$ cat config.mk
export PLATFORM = sky130hd
export DESIGN_NAME = tof_measurement_sequencer
export DESIGN_NICKNAME = d
export VERILOG_FILES = /design/src/logic/tof_pkg.sv /design/src/logic/tof_measurement_sequencer.sv /design/src/logic/tof_i2c_target.sv
export VERILOG_INCLUDE_DIRS = /design/src /design/src/logic
export SDC_FILE = /design/constraint.sdc
export NUM_CORES = 1
export LEC_CHECK = 0
export BUFFER_PORTS_ARGS = -buffer_cell sky130_fd_sc_hd__clkbuf_2
export CAP_MARGIN = 20
export CORE_MARGIN = 3
export CORE_UTILIZATION = 50
export CTS_CLUSTER_DIAMETER = 50
export CTS_CLUSTER_SIZE = 10
export DETAILED_ROUTE_END_ITERATION = 16
export PLACE_DENSITY = 0.69
export SYNTH_ARGS = -nofsm -noshare
export SYNTH_HDL_FRONTEND = slang
export SYNTH_SLANG_ARGS = --single-unit
$ cat constraint.sdc
create_clock -name i_clk_sys -period 8.7 [get_ports i_clk_sys]
set_clock_uncertainty 0.15 [all_clocks]
set_input_delay 0.435 -clock i_clk_sys [delete_from_list [all_inputs] [get_ports i_clk_sys]]
set_output_delay 0.435 -clock i_clk_sys [all_outputs]
set_load 0.05 [all_outputs]
$ cat src/logic/tof_defines.svh
// register offsets, command codes, reset values and timing figures of the measurement sequencer
`ifndef TOF_DEFINES_SVH
`define TOF_DEFINES_SVH
`define TOF_REG_CHIP_DISABLE 8'h01
`define TOF_REG_SUPPLY_FLAGS 8'h02
`define TOF_REG_INTEG_LENGTH 8'h10
`define TOF_REG_INTERVAL_COUNT 8'h11
`define TOF_REG_INTERVAL_RANGE 8'h12
`define TOF_REG_MODE 8'h13
`define TOF_REG_IRQ_CFG 8'h14
`define TOF_REG_IRQ_STATUS 8'h60
`define TOF_REG_SAMPLE_COUNT 8'h61
`define TOF_REG_EMIT_RANGE 8'h90
`define TOF_REG_EMIT_FINE 8'h91
`define TOF_REG_EMIT_THRESH 8'h93
`define TOF_REG_COMMAND 8'hb0
`define TOF_CMD_SOFT_START 8'h49
`define TOF_CMD_SOFT_RESET 8'hd7
`define TOF_CMD_SOFT_CLEAR 8'hd1
`define TOF_RST_ZERO 8'h00
`define TOF_RST_INTEG_LENGTH 8'h0f
`define TOF_MODE_SINGLE 1'b1
`define TOF_CLK_PERIOD_NS 40
`define TOF_SAMPLE_UNIT_NS 450000
`define TOF_INTEG_UNIT_NS 1000
`define TOF_I2C_ADDR 7'h57
`endif

$ cat src/logic/tof_pkg.sv
// types shared by the sequencer and its register port
package tof_pkg;
    typedef enum logic [1:0] {
        SEQ_IDLE = 2'b00,
        SEQ_INTEGRATE = 2'b01,
        SEQ_WAIT_PERIOD = 2'b11
    } seq_state_t;
    typedef enum logic [2:0] {
        I2C_IDLE = 3'b000,
        I2C_ADDR = 3'b001,
        I2C_PTR = 3'b011,
        I2C_WDATA = 3'b010,
        I2C_RDATA = 3'b110
    } i2c_phase_t;
endpackage

$ cat src/logic/tof_measurement_sequencer.sv
// measurement sequencer of the time-of-flight sensor with its register file
//
// How it works
// - power-on reset returns every register to default and the sequencer to idle
// - chip enable pin is active low and powers blocks and the register port
// - with chip enable low, disable bit 0 stops the chip; zero re-enables
// - software disable register resets to zero, chip enabled
// - enable changes never alter register contents
// - sample trigger pin starts a measurement; host pulses it per start
// - triggers arriving during a running measurement are ignored
// - soft-start command starts a measurement just like the trigger pin
// - soft-reset command restores register defaults except the brownout flag
// - soft-clear command stops conversions, clears accumulator, halts continuous running
// - with interrupts enabled, each completed sensing cycle raises an interrupt
// - interrupt pin is active low open drain, released when no enabled interrupt is pending
// - reading interrupt status services the interrupt and clears the register
// - single shot stops after a measurement; continuous restarts at the sampling period
// - mode register bit 0: zero continuous, one single shot
// - single shot makes one measurement per trigger lasting the integration time
// - continuous sampling is the mode after reset
// - continuous mode flags new data and interrupts after every measurement
// - interval count and range registers allow intervals of several seconds
// - pulsed emitter current set by 4-bit range and 8-bit fine registers
// - threshold dac current flows only during integration
// - interval is 450 us times one plus count shifted by range
`timescale 1ns/100ps
`include "tof_defines.svh"
module tof_measurement_sequencer #(
    parameter int TICK_CYCLES = `TOF_SAMPLE_UNIT_NS / `TOF_CLK_PERIOD_NS,
    parameter logic [6:0] DEV_ADDR = `TOF_I2C_ADDR
) (
    input wire logic i_clk_sys,
    input wire logic i_reset,
    input wire logic i_chip_enable_low,
    input wire logic i_sample_start,
    input wire logic i_scl,
    input wire logic i_sda,
    output logic o_sda_out,
    output logic o_sda_drive_n,
    output logic o_irq_out,
    output logic o_irq_drive_n,
    output logic o_bias_on,
    output logic o_measuring,
    output logic o_sample_done,
    output logic o_emitter_pulse_en,
    output logic [3:0] o_emitter_range,
    output logic [7:0] o_emitter_fine,
    output logic [7:0] o_threshold_current
);
    localparam int INTEG_CYCLES = (`TOF_INTEG_UNIT_NS + `TOF_CLK_PERIOD_NS - 1) / `TOF_CLK_PERIOD_NS;

    logic cen_m, cen_s, ss_m, ss_s, ss_q;
    logic wr_stb, rd_stb, sda_drive;
    logic [7:0] bus_addr, wr_data, rd_data;
    logic chip_disable, brownout, mode_single, irq_enable, irq_status;
    logic [7:0] integ_length, interval_count, interval_range;
    logic [7:0] emit_range, emit_fine, emit_thresh, sample_count;
    tof_pkg::seq_state_t state;
    logic [15:0] integ_left;
    logic [23:0] tick_div, period_left;
    logic chip_active, ss_rise, cmd_wr, soft_start, soft_reset, soft_clear;
    logic seq_stop, trigger, meas_done, start_meas, tick, status_read;
    logic [15:0] integ_load;

    function automatic logic [23:0] interval_ticks(input logic [7:0] count, input logic [3:0] shift);
        interval_ticks = 24'h000001 + (24'(count) << shift);
    endfunction

    tof_i2c_target #(
        .DEV_ADDR(DEV_ADDR)
    ) u_port (
        .i_clk_sys(i_clk_sys),
        .i_reset(i_reset),
        .i_enable(!cen_s),
        .i_scl(i_scl),
        .i_sda(i_sda),
        .i_rdata(rd_data),
        .o_sda_drive(sda_drive),
        .o_wr_stb(wr_stb),
        .o_rd_stb(rd_stb),
        .o_addr(bus_addr),
        .o_wdata(wr_data)
    );

    // pin synchronisers; the pin idles with the chip not enabled
    always_ff @(posedge i_clk_sys or posedge i_reset) begin
        if (i_reset) begin
            cen_m <= 1'b1;
            cen_s <= 1'b1;
            ss_m <= 1'b0;
            ss_s <= 1'b0;
            ss_q <= 1'b0;
        end else begin
            cen_m <= i_chip_enable_low;
            cen_s <= cen_m;
            ss_m <= i_sample_start;
            ss_s <= ss_m;
            ss_q <= ss_s;
        end
    end

    assign chip_active = !cen_s && !chip_disable;
    assign ss_rise = ss_s && !ss_q;
    assign cmd_wr = wr_stb && bus_addr == `TOF_REG_COMMAND;
    assign soft_start = cmd_wr && wr_data == `TOF_CMD_SOFT_START;
    assign soft_reset = cmd_wr && wr_data == `TOF_CMD_SOFT_RESET;
    assign soft_clear = cmd_wr && wr_data == `TOF_CMD_SOFT_CLEAR;
    assign seq_stop = soft_reset || soft_clear || !chip_active;
    assign trigger = ss_rise || soft_start;
    assign tick = tick_div == 24'(TICK_CYCLES - 1);
    assign meas_done = state == tof_pkg::SEQ_INTEGRATE && integ_left == 16'h0001;
    assign integ_load = 16'((int'(integ_length) + 1) * INTEG_CYCLES);
    assign status_read = rd_stb && bus_addr == `TOF_REG_IRQ_STATUS;
    // a new trigger only counts from idle; a running measurement swallows it
    assign start_meas = !seq_stop && ((state == tof_pkg::SEQ_IDLE && trigger) ||
        (state == tof_pkg::SEQ_WAIT_PERIOD && period_left == 24'h000000));

    // software registers; enable changes leave them untouched
    always_ff @(posedge i_clk_sys or posedge i_reset) begin
        if (i_reset) begin
            chip_disable <= 1'b0;
            mode_single <= 1'b0;
            irq_enable <= 1'b0;
            integ_length <= `TOF_RST_INTEG_LENGTH;
            interval_count <= `TOF_RST_ZERO;
            interval_range <= `TOF_RST_ZERO;
            emit_range <= `TOF_RST_ZERO;
            emit_fine <= `TOF_RST_ZERO;
            emit_thresh <= `TOF_RST_ZERO;
        end else if (soft_reset) begin
            chip_disable <= 1'b0;
            mode_single <= 1'b0;
            irq_enable <= 1'b0;
            integ_length <= `TOF_RST_INTEG_LENGTH;
            interval_count <= `TOF_RST_ZERO;
            interval_range <= `TOF_RST_ZERO;
            emit_range <= `TOF_RST_ZERO;
            emit_fine <= `TOF_RST_ZERO;
            emit_thresh <= `TOF_RST_ZERO;
        end else if (wr_stb) begin
            unique case (bus_addr)
                `TOF_REG_CHIP_DISABLE: chip_disable <= wr_data[0];
                `TOF_REG_MODE: mode_single <= wr_data[0];
                `TOF_REG_IRQ_CFG: irq_enable <= wr_data[0];
                `TOF_REG_INTEG_LENGTH: integ_length <= wr_data;
                `TOF_REG_INTERVAL_COUNT: interval_count <= wr_data;
                `TOF_REG_INTERVAL_RANGE: interval_range <= wr_data;
                `TOF_REG_EMIT_RANGE: emit_range <= wr_data;
                `TOF_REG_EMIT_FINE: emit_fine <= wr_data;
                `TOF_REG_EMIT_THRESH: emit_thresh <= wr_data;
                default: begin
                end
            endcase
        end
    end

    // brownout flag survives soft reset; software clears it by writing zero
    always_ff @(posedge i_clk_sys or posedge i_reset) begin
        if (i_reset) begin
            brownout <= 1'b1;
        end else if (wr_stb && bus_addr == `TOF_REG_SUPPLY_FLAGS) begin
            brownout <= brownout && wr_data[0];
        end
    end

    // sequencer state
    always_ff @(posedge i_clk_sys or posedge i_reset) begin
        if (i_reset) begin
            state <= tof_pkg::SEQ_IDLE;
        end else if (seq_stop) begin
            state <= tof_pkg::SEQ_IDLE;
        end else begin
            unique case (state)
                tof_pkg::SEQ_IDLE: begin
                    if (trigger) begin
                        state <= tof_pkg::SEQ_INTEGRATE;
                    end
                end
                tof_pkg::SEQ_INTEGRATE: begin
                    if (meas_done && mode_single == `TOF_MODE_SINGLE) begin
                        state <= tof_pkg::SEQ_IDLE;
                    end else if (meas_done) begin
                        state <= tof_pkg::SEQ_WAIT_PERIOD;
                    end
                end
                tof_pkg::SEQ_WAIT_PERIOD: begin
                    if (start_meas) begin
                        state <= tof_pkg::SEQ_INTEGRATE;
                    end
                end
                default: begin
                    state <= tof_pkg::SEQ_IDLE;
                end
            endcase
        end
    end

    // integration and sampling-period timers, restarted with each measurement
    always_ff @(posedge i_clk_sys or posedge i_reset) begin
        if (i_reset) begin
            integ_left <= 16'h0000;
            tick_div <= 24'h000000;
            period_left <= 24'h000000;
        end else if (start_meas) begin
            integ_left <= integ_load;
            tick_div <= 24'h000000;
            period_left <= interval_ticks(interval_count, interval_range[3:0]);
        end else begin
            if (state == tof_pkg::SEQ_INTEGRATE && integ_left != 16'h0000) begin
                integ_left <= integ_left - 16'h0001;
            end
            tick_div <= tick ? 24'h000000 : tick_div + 24'h000001;
            if (tick && period_left != 24'h000000) begin
                period_left <= period_left - 24'h000001;
            end
        end
    end

    // completion flag: a completion in the reading cycle wins over the clear
    always_ff @(posedge i_clk_sys or posedge i_reset) begin
        if (i_reset) begin
            irq_status <= 1'b0;
        end else if (soft_reset) begin
            irq_status <= 1'b0;
        end else if (meas_done) begin
            irq_status <= 1'b1;
        end else if (status_read) begin
            irq_status <= 1'b0;
        end
    end

    // completed-sample accumulator
    always_ff @(posedge i_clk_sys or posedge i_reset) begin
        if (i_reset) begin
            sample_count <= 8'h00;
        end else if (soft_reset || soft_clear) begin
            sample_count <= 8'h00;
        end else if (meas_done) begin
            sample_count <= sample_count + 8'h01;
        end
    end

    // read data is captured when the port fetches a byte
    always_ff @(posedge i_clk_sys or posedge i_reset) begin
        if (i_reset) begin
            rd_data <= 8'h00;
        end else if (rd_stb) begin
            unique case (bus_addr)
                `TOF_REG_CHIP_DISABLE: rd_data <= {7'h00, chip_disable};
                `TOF_REG_SUPPLY_FLAGS: rd_data <= {7'h00, brownout};
                `TOF_REG_MODE: rd_data <= {7'h00, mode_single};
                `TOF_REG_IRQ_CFG: rd_data <= {7'h00, irq_enable};
                `TOF_REG_INTEG_LENGTH: rd_data <= integ_length;
                `TOF_REG_INTERVAL_COUNT: rd_data <= interval_count;
                `TOF_REG_INTERVAL_RANGE: rd_data <= interval_range;
                `TOF_REG_IRQ_STATUS: rd_data <= {7'h00, irq_status};
                `TOF_REG_SAMPLE_COUNT: rd_data <= sample_count;
                `TOF_REG_EMIT_RANGE: rd_data <= emit_range;
                `TOF_REG_EMIT_FINE: rd_data <= emit_fine;
                `TOF_REG_EMIT_THRESH: rd_data <= emit_thresh;
                default: rd_data <= 8'h00;
            endcase
        end
    end

    // pin and analog-control outputs
    always_ff @(posedge i_clk_sys or posedge i_reset) begin
        if (i_reset) begin
            o_sda_out <= 1'b0;
            o_sda_drive_n <= 1'b1;
            o_irq_out <= 1'b0;
            o_irq_drive_n <= 1'b1;
            o_bias_on <= 1'b0;
            o_measuring <= 1'b0;
            o_sample_done <= 1'b0;
            o_emitter_pulse_en <= 1'b0;
            o_emitter_range <= 4'h0;
            o_emitter_fine <= 8'h00;
            o_threshold_current <= 8'h00;
        end else begin
            o_sda_out <= 1'b0;
            o_sda_drive_n <= !sda_drive;
            o_irq_out <= 1'b0;
            o_irq_drive_n <= !(irq_enable && irq_status);
            o_bias_on <= chip_active;
            o_measuring <= state != tof_pkg::SEQ_IDLE;
            o_sample_done <= meas_done;
            o_emitter_pulse_en <= state == tof_pkg::SEQ_INTEGRATE;
            o_emitter_range <= emit_range[3:0];
            o_emitter_fine <= emit_fine;
            o_threshold_current <= state == tof_pkg::SEQ_INTEGRATE ? emit_thresh : 8'h00;
        end
    end
endmodule

$ cat src/logic/tof_i2c_target.sv
// i2c register port: oversampled target with auto-incrementing register pointer
`timescale 1ns/100ps
`include "tof_defines.svh"
module tof_i2c_target #(
    parameter logic [6:0] DEV_ADDR = `TOF_I2C_ADDR
) (
    input wire logic i_clk_sys,
    input wire logic i_reset,
    input wire logic i_enable,
    input wire logic i_scl,
    input wire logic i_sda,
    input wire logic [7:0] i_rdata,
    output logic o_sda_drive,
    output logic o_wr_stb,
    output logic o_rd_stb,
    output logic [7:0] o_addr,
    output logic [7:0] o_wdata
);
    logic scl_m, scl_s, scl_q, sda_m, sda_s, sda_q;
    logic in_ack, host_ack;
    logic [3:0] bit_cnt;
    logic [7:0] shifter;
    tof_pkg::i2c_phase_t phase;
    logic start_cond, stop_cond, scl_rise, scl_fall;

    always_ff @(posedge i_clk_sys or posedge i_reset) begin
        if (i_reset) begin
            {scl_m, scl_s, scl_q} <= 3'h7;
            {sda_m, sda_s, sda_q} <= 3'h7;
        end else begin
            {scl_m, scl_s, scl_q} <= {i_scl, scl_m, scl_s};
            {sda_m, sda_s, sda_q} <= {i_sda, sda_m, sda_s};
        end
    end

    assign start_cond = scl_s && scl_q && sda_q && !sda_s;
    assign stop_cond = scl_s && scl_q && !sda_q && sda_s;
    assign scl_rise = scl_s && !scl_q;
    assign scl_fall = !scl_s && scl_q;

    always_ff @(posedge i_clk_sys or posedge i_reset) begin
        if (i_reset) begin
            phase <= tof_pkg::I2C_IDLE;
            in_ack <= 1'b0;
            host_ack <= 1'b0;
            bit_cnt <= 4'h0;
            shifter <= 8'h00;
            o_sda_drive <= 1'b0;
            o_wr_stb <= 1'b0;
            o_rd_stb <= 1'b0;
            o_addr <= 8'h00;
            o_wdata <= 8'h00;
        end else begin
            o_wr_stb <= 1'b0;
            o_rd_stb <= 1'b0;
            // pointer advances only after a data byte has been handed over
            if (o_wr_stb) begin
                o_addr <= o_addr + 8'h01;
            end
            if (!i_enable || stop_cond) begin
                phase <= tof_pkg::I2C_IDLE;
                in_ack <= 1'b0;
                o_sda_drive <= 1'b0;
            end else if (start_cond) begin
                phase <= tof_pkg::I2C_ADDR;
                in_ack <= 1'b0;
                bit_cnt <= 4'h0;
                o_sda_drive <= 1'b0;
            end else if (phase != tof_pkg::I2C_IDLE && scl_rise) begin
                if (in_ack) begin
                    // controller acknowledge decides whether the next byte is fetched
                    if (host_ack && sda_s) begin
                        phase <= tof_pkg::I2C_IDLE;
                    end else if (host_ack) begin
                        o_rd_stb <= 1'b1;
                    end
                end else if (phase != tof_pkg::I2C_RDATA) begin
                    shifter <= {shifter[6:0], sda_s};
                    bit_cnt <= bit_cnt + 4'h1;
                end
            end else if (phase != tof_pkg::I2C_IDLE && scl_fall) begin
                if (in_ack) begin
                    in_ack <= 1'b0;
                    host_ack <= 1'b0;
                    bit_cnt <= 4'h0;
                    if (phase == tof_pkg::I2C_RDATA) begin
                        shifter <= i_rdata;
                        o_sda_drive <= ~i_rdata[7];
                        o_addr <= o_addr + 8'h01;
                    end else begin
                        o_sda_drive <= 1'b0;
                    end
                end else if (phase == tof_pkg::I2C_RDATA) begin
                    if (bit_cnt == 4'h7) begin
                        o_sda_drive <= 1'b0;
                        in_ack <= 1'b1;
                        host_ack <= 1'b1;
                    end else begin
                        o_sda_drive <= ~shifter[6];
                        shifter <= {shifter[6:0], 1'b0};
                        bit_cnt <= bit_cnt + 4'h1;
                    end
                end else if (bit_cnt == 4'h8) begin
                    in_ack <= 1'b1;
                    host_ack <= 1'b0;
                    o_sda_drive <= 1'b1;
                    unique case (phase)
                        tof_pkg::I2C_ADDR: begin
                            if (shifter[7:1] != DEV_ADDR) begin
                                phase <= tof_pkg::I2C_IDLE;
                                in_ack <= 1'b0;
                                o_sda_drive <= 1'b0;
                            end else if (shifter[0]) begin
                                phase <= tof_pkg::I2C_RDATA;
                                o_rd_stb <= 1'b1;
                            end else begin
                                phase <= tof_pkg::I2C_PTR;
                            end
                        end
                        tof_pkg::I2C_PTR: begin
                            o_addr <= shifter;
                            phase <= tof_pkg::I2C_WDATA;
                        end
                        tof_pkg::I2C_WDATA: begin
                            o_wdata <= shifter;
                            o_wr_stb <= 1'b1;
                        end
                        default: begin
                            phase <= tof_pkg::I2C_IDLE;
                        end
                    endcase
                end
            end
        end
    end
endmodule

; ---- Word-level counts from Yosys, hierarchy flattened
; Index checks and enable logic that the tools add are counted.
; W data, S select, Z words.
[op_classes]
add_sub_neg = 8
n_mul = 1
eq_ne = 45
shifts = 1
n_mux = 128
n_bitwise = 7
n_reduce_logical = 89
[ops]
columns = op, n
row1 = $mux W8, 39
row2 = $mux W24, 4
row3 = $pmux W8 S12, 1
row4 = $mux W1, 56
row5 = $eq A8 B8 Y1 const B, 6
row6 = $eq A8 B5 Y1 const B, 5
row7 = $mux W3, 11
row8 = $mux W16, 2
row9 = $mux W4, 8
row10 = $reduce_bool A2 Y1, 16
row11 = $logic_and A1 B1 Y1, 27
row12 = $add A1 B24 Y24 const A, 1
row13 = $add A24 B1 Y24 const B, 1
row14 = $eq A24 B14 Y1 const B, 1
row15 = $eq A8 B7 Y1 const B, 3
row16 = $logic_not A24 Y1, 1
row17 = $reduce_bool A24 Y1, 1
row18 = $shl A8 B4 Y24, 1
row19 = $sub A24 B1 Y24 const B, 1
row20 = $reduce_and A2 Y1, 10
row21 = $add A8 B1 Y8 const B, 2
row22 = $eq A16 B1 Y1 const B, 1
row23 = $ne A4 B1 Y1 const B, 4
row24 = $reduce_and A8 Y1, 2
row25 = other kinds (34), 75
[word_totals]
ff_bits = 208
input_bits = 6
output_inout_bits = 28
wordCells = 326

; ---- Depth between registers and ports, before layout
; Gate-level depths: netlist (run 1).
[depth]
depth_word = 10
mapped_depth = 16
depth_no_buf = 15

; ---- By module
; From an unflattened synthesis (run 1), not the netlist that was laid out.
[hier_totals]
cells_unflattened = 1214
hier_area_um2 = 12000.3
[by_module_without_submodules]
columns = module, instances, cells_per_inst, area_per_inst_um2, seq_area_each_um2
row1 = tof_measurement_sequencer, 1, 971, 9404.0, 4165.2
row2 = tof_i2c_target, 1, 243, 2596.2, 1058.5

; ---- Worst setup path after synthesis (run 1)
; Ideal clock, no wire load.
[synth_timing]
kind = reg-to-reg
from = register integ_length[1]
to = register integ_left[13]
setup_time_ps = 125
arrival_ps = 3804
t_required_ps = 8425
setup_slack_ps = 4621
stages_incl_launch_ff = 16
n_path_buf = 0
synth_period_minus_slack_ps = 4079
cell_sequence = dfstp_2 > ha_1 > nand3_1 > xnor2_1 > ha_1 > ha_1 > inv_1 > fa_1 > inv_1 > ha_1 > and2_1 > a311o_1 > a31o_2 > a21oi_1 > xnor2_1 > mux2_2
[synth_via]
elab_chain_cells = 3
[synth_lines]
columns = item, line_no
row1 = "start, declared", tof_measurement_sequencer.sv:56  ; logic [7:0] integ_length, interval_count, interval_range;
row2 = "start signal, assigned", tof_measurement_sequencer.sv:124  ; integ_length <= `TOF_RST_INTEG_LENGTH;
row3 = "start signal, assigned", tof_measurement_sequencer.sv:134  ; integ_length <= `TOF_RST_INTEG_LENGTH;
row4 = "start signal, assigned", tof_measurement_sequencer.sv:145  ; `TOF_REG_INTEG_LENGTH: integ_length <= wr_data;
row5 = $add A8 B1 Y9, tof_measurement_sequencer.sv:112  ; assign integ_load = 16'((int'(integ_length) + 1) * INTEG_CYCLES);
row6 = $mul A9 B5 Y14, tof_measurement_sequencer.sv:112
row7 = $mux W16, tof_measurement_sequencer.sv:204  ; end else if (start_meas) begin
row8 = "end signal, assigned", tof_measurement_sequencer.sv:205  ; integ_left <= integ_load;
row9 = "end signal, assigned", tof_measurement_sequencer.sv:210  ; integ_left <= integ_left - 16'h0001;
row10 = "end, declared", tof_measurement_sequencer.sv:59  ; logic [15:0] integ_left;
; Every way passes these cells.
; A chain may end at the register's enable or synchronous reset.

; ---- Final worst setup path (run 1)
[layout_timing]
from = register integ_length[0]
to = register integ_left[13]
; Same word-level chain as after synthesis.

==> impl_metrics.yaml, run 1 <==
status:
  outcome: "completed"
worst_setup_path:
  cp.required_ps: 8990
  endpoint_kind: "flop"
  start_kind: "flop"
  r2r_start: "integ_length[0]$_DFFE_PP1P_"
  critical_path_class: "flop to flop"
  rr_endpoint: "integ_left[13]$_DFFE_PP0P_"
  arrival_ps: 4630
  cp_max_fo: 8
  reg2reg_depth: 15
  ff2ff_setup_slack_ps: 4350
power:
  max-vdd-ir-drop_mv: 0.154
  powerDensity_nw_per_um2: 200
  p_leak_nw: 5.82
  design_power_total_w: 0.00265
timing:
  worst_pin_slew_ps: 950
  finalSetupViolations: 0
  finalCritPeriodShare_pct: 50.0
  maxSlewHeadroom_pct: 36.7
  clock.fmax_mhz: 230
  maxSlewViolCount: 0
  hold_ws_ps: 201
  final.setup.tns_ps: 0
  period_needed_ps: 4350
  hold_violations: 0
  rsz0062_at_grt: "no"
detailed_routing:
  firstDrtPassIters: 5
  antenna_left: 0
  drtIter0Drc: 786
  routedWlPerCell_um: 18.6
  drc: 0
  drt_wl_total_mm: 28.9
  vias_per_cell: 5.96
  num_vias: 9292
synthesis:
  synth-main-ff-cell: "dfrtp_1"
  synth_compound_area_share_pct: 14.5
  synth.cell_area_um2: 11900
  yosysMostFrequentCell: "dfrtp_1"
  postSynthCellCount: 1212
  yosys_warnings: 0
  ys_types: 81
  avgSynthCellArea_um2: 9.83
  synthXorXnorAreaFrac_pct: 7.20
  ys_top_cells_by_count: "dfrtp_1 (193), nor2_1 (104), nand2_1 (83), o21ai_0 (66)"
  muxShareOfSynthArea_pct: 5.27
  yosysTopAreaCell: "dfrtp_1"
  synth-seq-cells: 208
  yosys.area_share.simple_pct: 19.1
  ys_async_sr_fraction_pct: 100
  synth_fa_ha_area_share_pct: 5.71
  seq_area_frac_synth_pct: 43.8
  synth_area_leaders: "dfrtp_1 (41%), ha_1 (5.0%), xnor2_1 (4.0%)"
  synth_top_area_share_pct: 40.5
  synth_top_family_by_area: "simple AND/OR/NAND/NOR gates"
  synth-edff-count: 0
cells_and_area:
  finalNetCount: 1281
  area_growth_syn_to_layout_pct: 11.2
  final_cells: 1559
  diodes: 0
  drive_gt1_share_pct: 12.8
  fin_util_pct: 57.5
  largestRegisters: "period_left (24), tick_div (24), integ_left (16)"
clock_network:
  cts_inserted_buffers: 29
  post_cts_resized: 0
  clk_path_buf_depth: 3
  cts_tree: "yes"
  htreeDepth: 1
  cts.sinks: 208
  insertion_delay_ps: 560
  ctsRootBufferMaster: "clkbuf_16"
  path_clk_slew_ps: 50
placed_design:
  gp_congestion: 0.871
  io_buffers: 31
  numPlacedInstances: 1499
  hpwlAfterDp_mm: 19.8
min_path:
  min_from: "ss_m$_DFF_PP0_"
  whs_path_depth: 0
  hold_end: "ss_s$_DFF_PP0_"
  worstHoldPathType: "flop to flop"
die:
  ios: 34
  num_rows: 55
  start_util_pct: 51.7
  dieArea_um2: 25700
  coreArea_um2: 23100
  die_h_um: 160
  die_w_um: 160
global_routing:
  grt_max_degree: 133
  antenna_found_initial: 0
  grt_pass1_vias: 9130
  overflow: 0
  grt_pass1_wl_mm: 47.9
  grt_usage_pct: 22.4
job:
  drv_cap: 0
## cell usage in the layout (no fill, tap or decap), drive strengths merged, types with 11 or more instances in the layout
cell type,instances
a21oi,45
a22oi,19
a32o,26
and2,21
and3,18
buf,11
clkbuf,78
dfrtp,193
dfstp,15
ha,48
inv,58
mux2,28
mux2i,20
nand2,83
nand3,39
nand4,28
nor2,104
nor3,35
nor4,18
o21ai,74
o22ai,12
xnor2,54
xor2,44
## area by class of cell
type	instances	area, um^2
inverters	55	214
fillers	1996	9800
well taps	313	392
flip-flops and latches	208	5220
multi-input cells	881	6190
clock inverters	8	93.8
repair buffers	48	293
clock buffers	46	840
## worst max-delay path by stage
stage               slack (ps)                        start  cells past startpoint                          to
global route              4130  integ_length[0]$_DFFE_PP1P_                     15  integ_left[13]$_DFFE_PP0P_
detailed placement        4350  integ_length[0]$_DFFE_PP1P_                     15  integ_left[13]$_DFFE_PP0P_
CTS                       4330  integ_length[0]$_DFFE_PP1P_                     15  integ_left[13]$_DFFE_PP0P_
finish                    4350  integ_length[0]$_DFFE_PP1P_                     15  integ_left[13]$_DFFE_PP0P_
floorplan                 2460                      i_reset                      1    chip_disable$_DFFE_PP0P_
global placement          4430  integ_length[0]$_DFFE_PP1P_                     15  integ_left[13]$_DFFE_PP0P_
## what timing repair did
action	CTS	global route
setup buffers	0	0
hold buffers	5	0
endpoints found under the hold margin	52	0
## worst max-delay path, cell delays in order, from the launching register on
cell	delay, ps
dfstp_2	610
ha_1	250
nand3_1	150
xnor2_1	260
ha_1	280
ha_1	280
inv_1	50
fa_1	520
inv_1	40
ha_1	340
and2_1	190
a311o_1	350
a31o_2	240
a21oi_1	170
xnor2_1	80
mux2_2	250
## report_power, final
part           switching (W)  leakage [nW]  total (W)  internal, W
Combinational       0.000219          2.57   0.000363     0.000144
Clock               0.000440         0.453    0.00113     0.000694
Sequential          0.000101          2.79    0.00116      0.00105
Total               0.000761          5.82    0.00265      0.00189
## metal layers
layer	vias up	share of wire [%]	GRT usage [%]	wire length (um)
met1	4531	46	32.4	13300
li1	4414	-	-	-
met5	-	0	0	0
met2	281	45	35.2	13100
met3	66	5.5	3.28	1590
met4	0	3.2	7.02	929
## metrics by stage
step	area, um^2	setup WS [ps]
CTS	13200	4330
floorplan	11900	2460
global placement	12300	4430
finish	13200	4350
detailed placement	12300	4350
global route	13200	4130
## cells by family after synthesis
kind of cell | count (synthesis)
flops | 208
simple gates | 425
xor+xnor | 98
buf+inv | 124
fa+ha+maj | 52
mux | 53
compound gates | 251
other cells | 1
Power figures use the tool's default switching activity.
==> run 2, diff against run 1 <==
==> constraint.sdc (replaced) <==
create_clock -name i_clk_sys -period 4.4 [get_ports i_clk_sys]
set_clock_uncertainty 0.15 [all_clocks]
set_input_delay 0.22 -clock i_clk_sys [delete_from_list [all_inputs] [get_ports i_clk_sys]]
set_output_delay 0.22 -clock i_clk_sys [all_outputs]
set_load 0.05 [all_outputs]
==> run 2 against run 1 <==
Net effect:
- via count is 1.0% higher
- critical endpoint unchanged
- die area did not move
- critical path depth is the same
- count of clock-buffer cells in the layout is 1 lower
- maximum frequency up 2.4%
- sequential power increased by 97%
- core utilization increased by 0.85 points
- power grew 100%
- cell area grew 1.5%
- sequential share of layout area shrank 0.58 points
- first-iteration DRC count is 9.2% higher
- clock power grew 110%
==> impl_metrics.yaml, run 2 (same netlist as run 1, synthesis figures left out) <==
cells_and_area:
  diodes: 0
  finalNetCount: 1288
  regArea_um2: 5220
  largestRegisters: "period_left (24), tick_div (24), integ_left (16)"
  area_growth_syn_to_layout_pct: 12.8
  drive_gt1_share_pct: 13.8
  final_cell_mix: "dfrtp_1 (193), nor2_1 (104), nand2_1 (83)"
  layout.cells.most_common: "dfrtp_1"
  n_fill_cell: 1952
  postLayoutCellArea_um2: 13400
  multi_input_area_um2: 6230
die:
  die_h_um: 160
  dieArea_um2: 25700
  coreArea_um2: 23100
  start_util_pct: 51.7
  num_rows: 55
  die_w_um: 160
  ios: 34
worst_setup_path:
  reg2reg_depth: 15
  r2r_start: "integ_length[1]$_DFFE_PP1P_"
  cp_top_family: "adder cells"
  crit_path_frequent_cell: "ha_1"
  arrival_ps: 4540
  endpoint_kind: "flop"
  cp.required_ps: 4690
  start_kind: "flop"
  cpPeakStageDelay_ps: 560
  critical_path_class: "flop to flop"
  crit_buf_inv: 2
  slowest_stage: "dfstp_2"
  cp_cell_sequence: "ha_2 -> nand3_1 -> xnor2_2 -> ha_1 -> ha_1 -> inv_1 -> fa_1 -> inv_1 -> ha_1 -> and2_1 -> a311o_1 -> a31o_2 -> a21oi_1 -> xnor2_1 -> mux2_2"
  rr_endpoint: "integ_left[13]$_DFFE_PP0P_"
  ff2ff_setup_slack_ps: 160
  cp_max_fo: 5
global_routing:
  overflow: 0
  grt_pass1_wl_mm: 48.5
  grt_max_degree: 96
  antenna_found_initial: 1
  grt_pass1_vias: 9063
  grt_usage_pct: 22.7
timing:
  setup_slack_ps: 156
  worst_pin_slew_ps: 943
  finalCritPeriodShare_pct: 96.5
  hold_violations: 0
  maxSlewViolCount: 0
  period_needed_ps: 4240
  maxSlewHeadroom_pct: 37.0
  hold_ws_ps: 139
  finalSetupViolations: 0
  clock.fmax_mhz: 236
detailed_routing:
  drc: 0
  drt_wl_total_mm: 29.4
  antenna_left: 0
  firstDrtPassIters: 5
  num_vias: 9389
  vias_per_cell: 6.00
  drtIter0Drc: 858
  routedWlPerCell_um: 18.8
clock_network:
  clk_path_buf_depth: 3
  ctsRootBufferMaster: "clkbuf_16"
  htreeDepth: 1
  insertion_delay_ps: 570
  cts_tree: "yes"
  path_clk_slew_ps: 50
  cts_inserted_buffers: 30
  cts.sinks: 208
power:
  powerDensity_nw_per_um2: 404
  p_leak_nw: 5.91
  max-vdd-ir-drop_mv: 0.262
status:
  outcome: "completed"
min_path:
  min_from: "i_sda"
  whs_path_depth: 2
  worstHoldPathType: "input port to flop"
  hold_end: "u_port.sda_m$_DFF_PP1_"
placed_design:
  gp_congestion: 0.899
  io_buffers: 31
  dp_slack_ps: 69.8
  placed_area_um2: 12300
  hpwlAfterDp_mm: 20.2
job:
  drv_cap: 0
==> run 2: worst max-delay path by stage <==
stage                           startpoint                         end  slack [ps]  depth (start not counted)
4_1_cts        integ_length[1]$_DFFE_PP1P_  integ_left[13]$_DFFE_PP0P_          50                         15
2_1_floorplan  integ_length[1]$_DFFE_PP1P_  integ_left[13]$_DFFE_PP0P_         320                         15
6_report       integ_length[1]$_DFFE_PP1P_  integ_left[13]$_DFFE_PP0P_         160                         15
3_5_place_dp   integ_length[1]$_DFFE_PP1P_  integ_left[13]$_DFFE_PP0P_          70                         15
3_3_place_gp   integ_length[1]$_DFFE_PP1P_  integ_left[13]$_DFFE_PP0P_         150                         15
5_1_grt        integ_length[1]$_DFFE_PP1P_  integ_left[13]$_DFFE_PP0P_         -20                         15
==> run 2: layout make-up <==
cell class,count,area share [%]
clock buffers,45,6.37
flip-flops and latches,208,38.9
inverters,55,1.56
clock inverters,10,1.26
multi-input cells,881,46.3
well taps,313,2.91
repair buffers,54,2.70
==> run 2: worst register-to-register path, delay by kind of cell, from the launching register on <==
| family | cells | cell delay (ps) |
|---|---|---|
| compound gates | 3 | 770 |
| xor+xnor | 2 | 280 |
| fa+ha+maj | 5 | 1670 |
| buf+inv | 2 | 90 |
| flops | 1 | 560 |
| mux | 1 | 250 |
| simple gates | 2 | 370 |
==> run 2: per-stage QoR <==
| step | cells | util, % | power [W] | setup TNS [ps] |
|---|---|---|---|---|
| after detailed placement | 1501 | 53.3 | 0.00304 | 0 |
| final | 1566 | 58.3 | 0.00544 | 0 |
| after global placement | 1501 | 53.3 | 0.00302 | 0 |
| after floorplan | 1213 | - | 0.00283 | 0 |
| after CTS | 1561 | 58.0 | 0.00549 | 0 |
| after global routing | 1566 | 58.3 | 0.00569 | -21.3 |
==> run 2: timing repair <==
item / in CTS / in global routing
setup buffers: 0 / 4
resized for setup: 0 / 5
setup endpoints to repair: 0 / 1
hold buffers: 5 / 0
hold endpoints to repair: 40 / 0
==> run 2: report_power, final <==
part	switching (W)	internal [W]	leakage, nW
Sequential	0.000200	0.00208	2.79
Clock	0.000890	0.00153	0.497
Combinational	0.000444	0.000288	2.63
Total	0.00153	0.00390	5.91
==> run 2: per-layer routing <==
layer	vias to the layer above	track usage, %	wire length [um]
met4	0	5.68	731
met3	64	3.74	1900
li1	4427	-	-
met1	4598	33.2	13300
met5	-	0	0
met2	300	35.6	13400
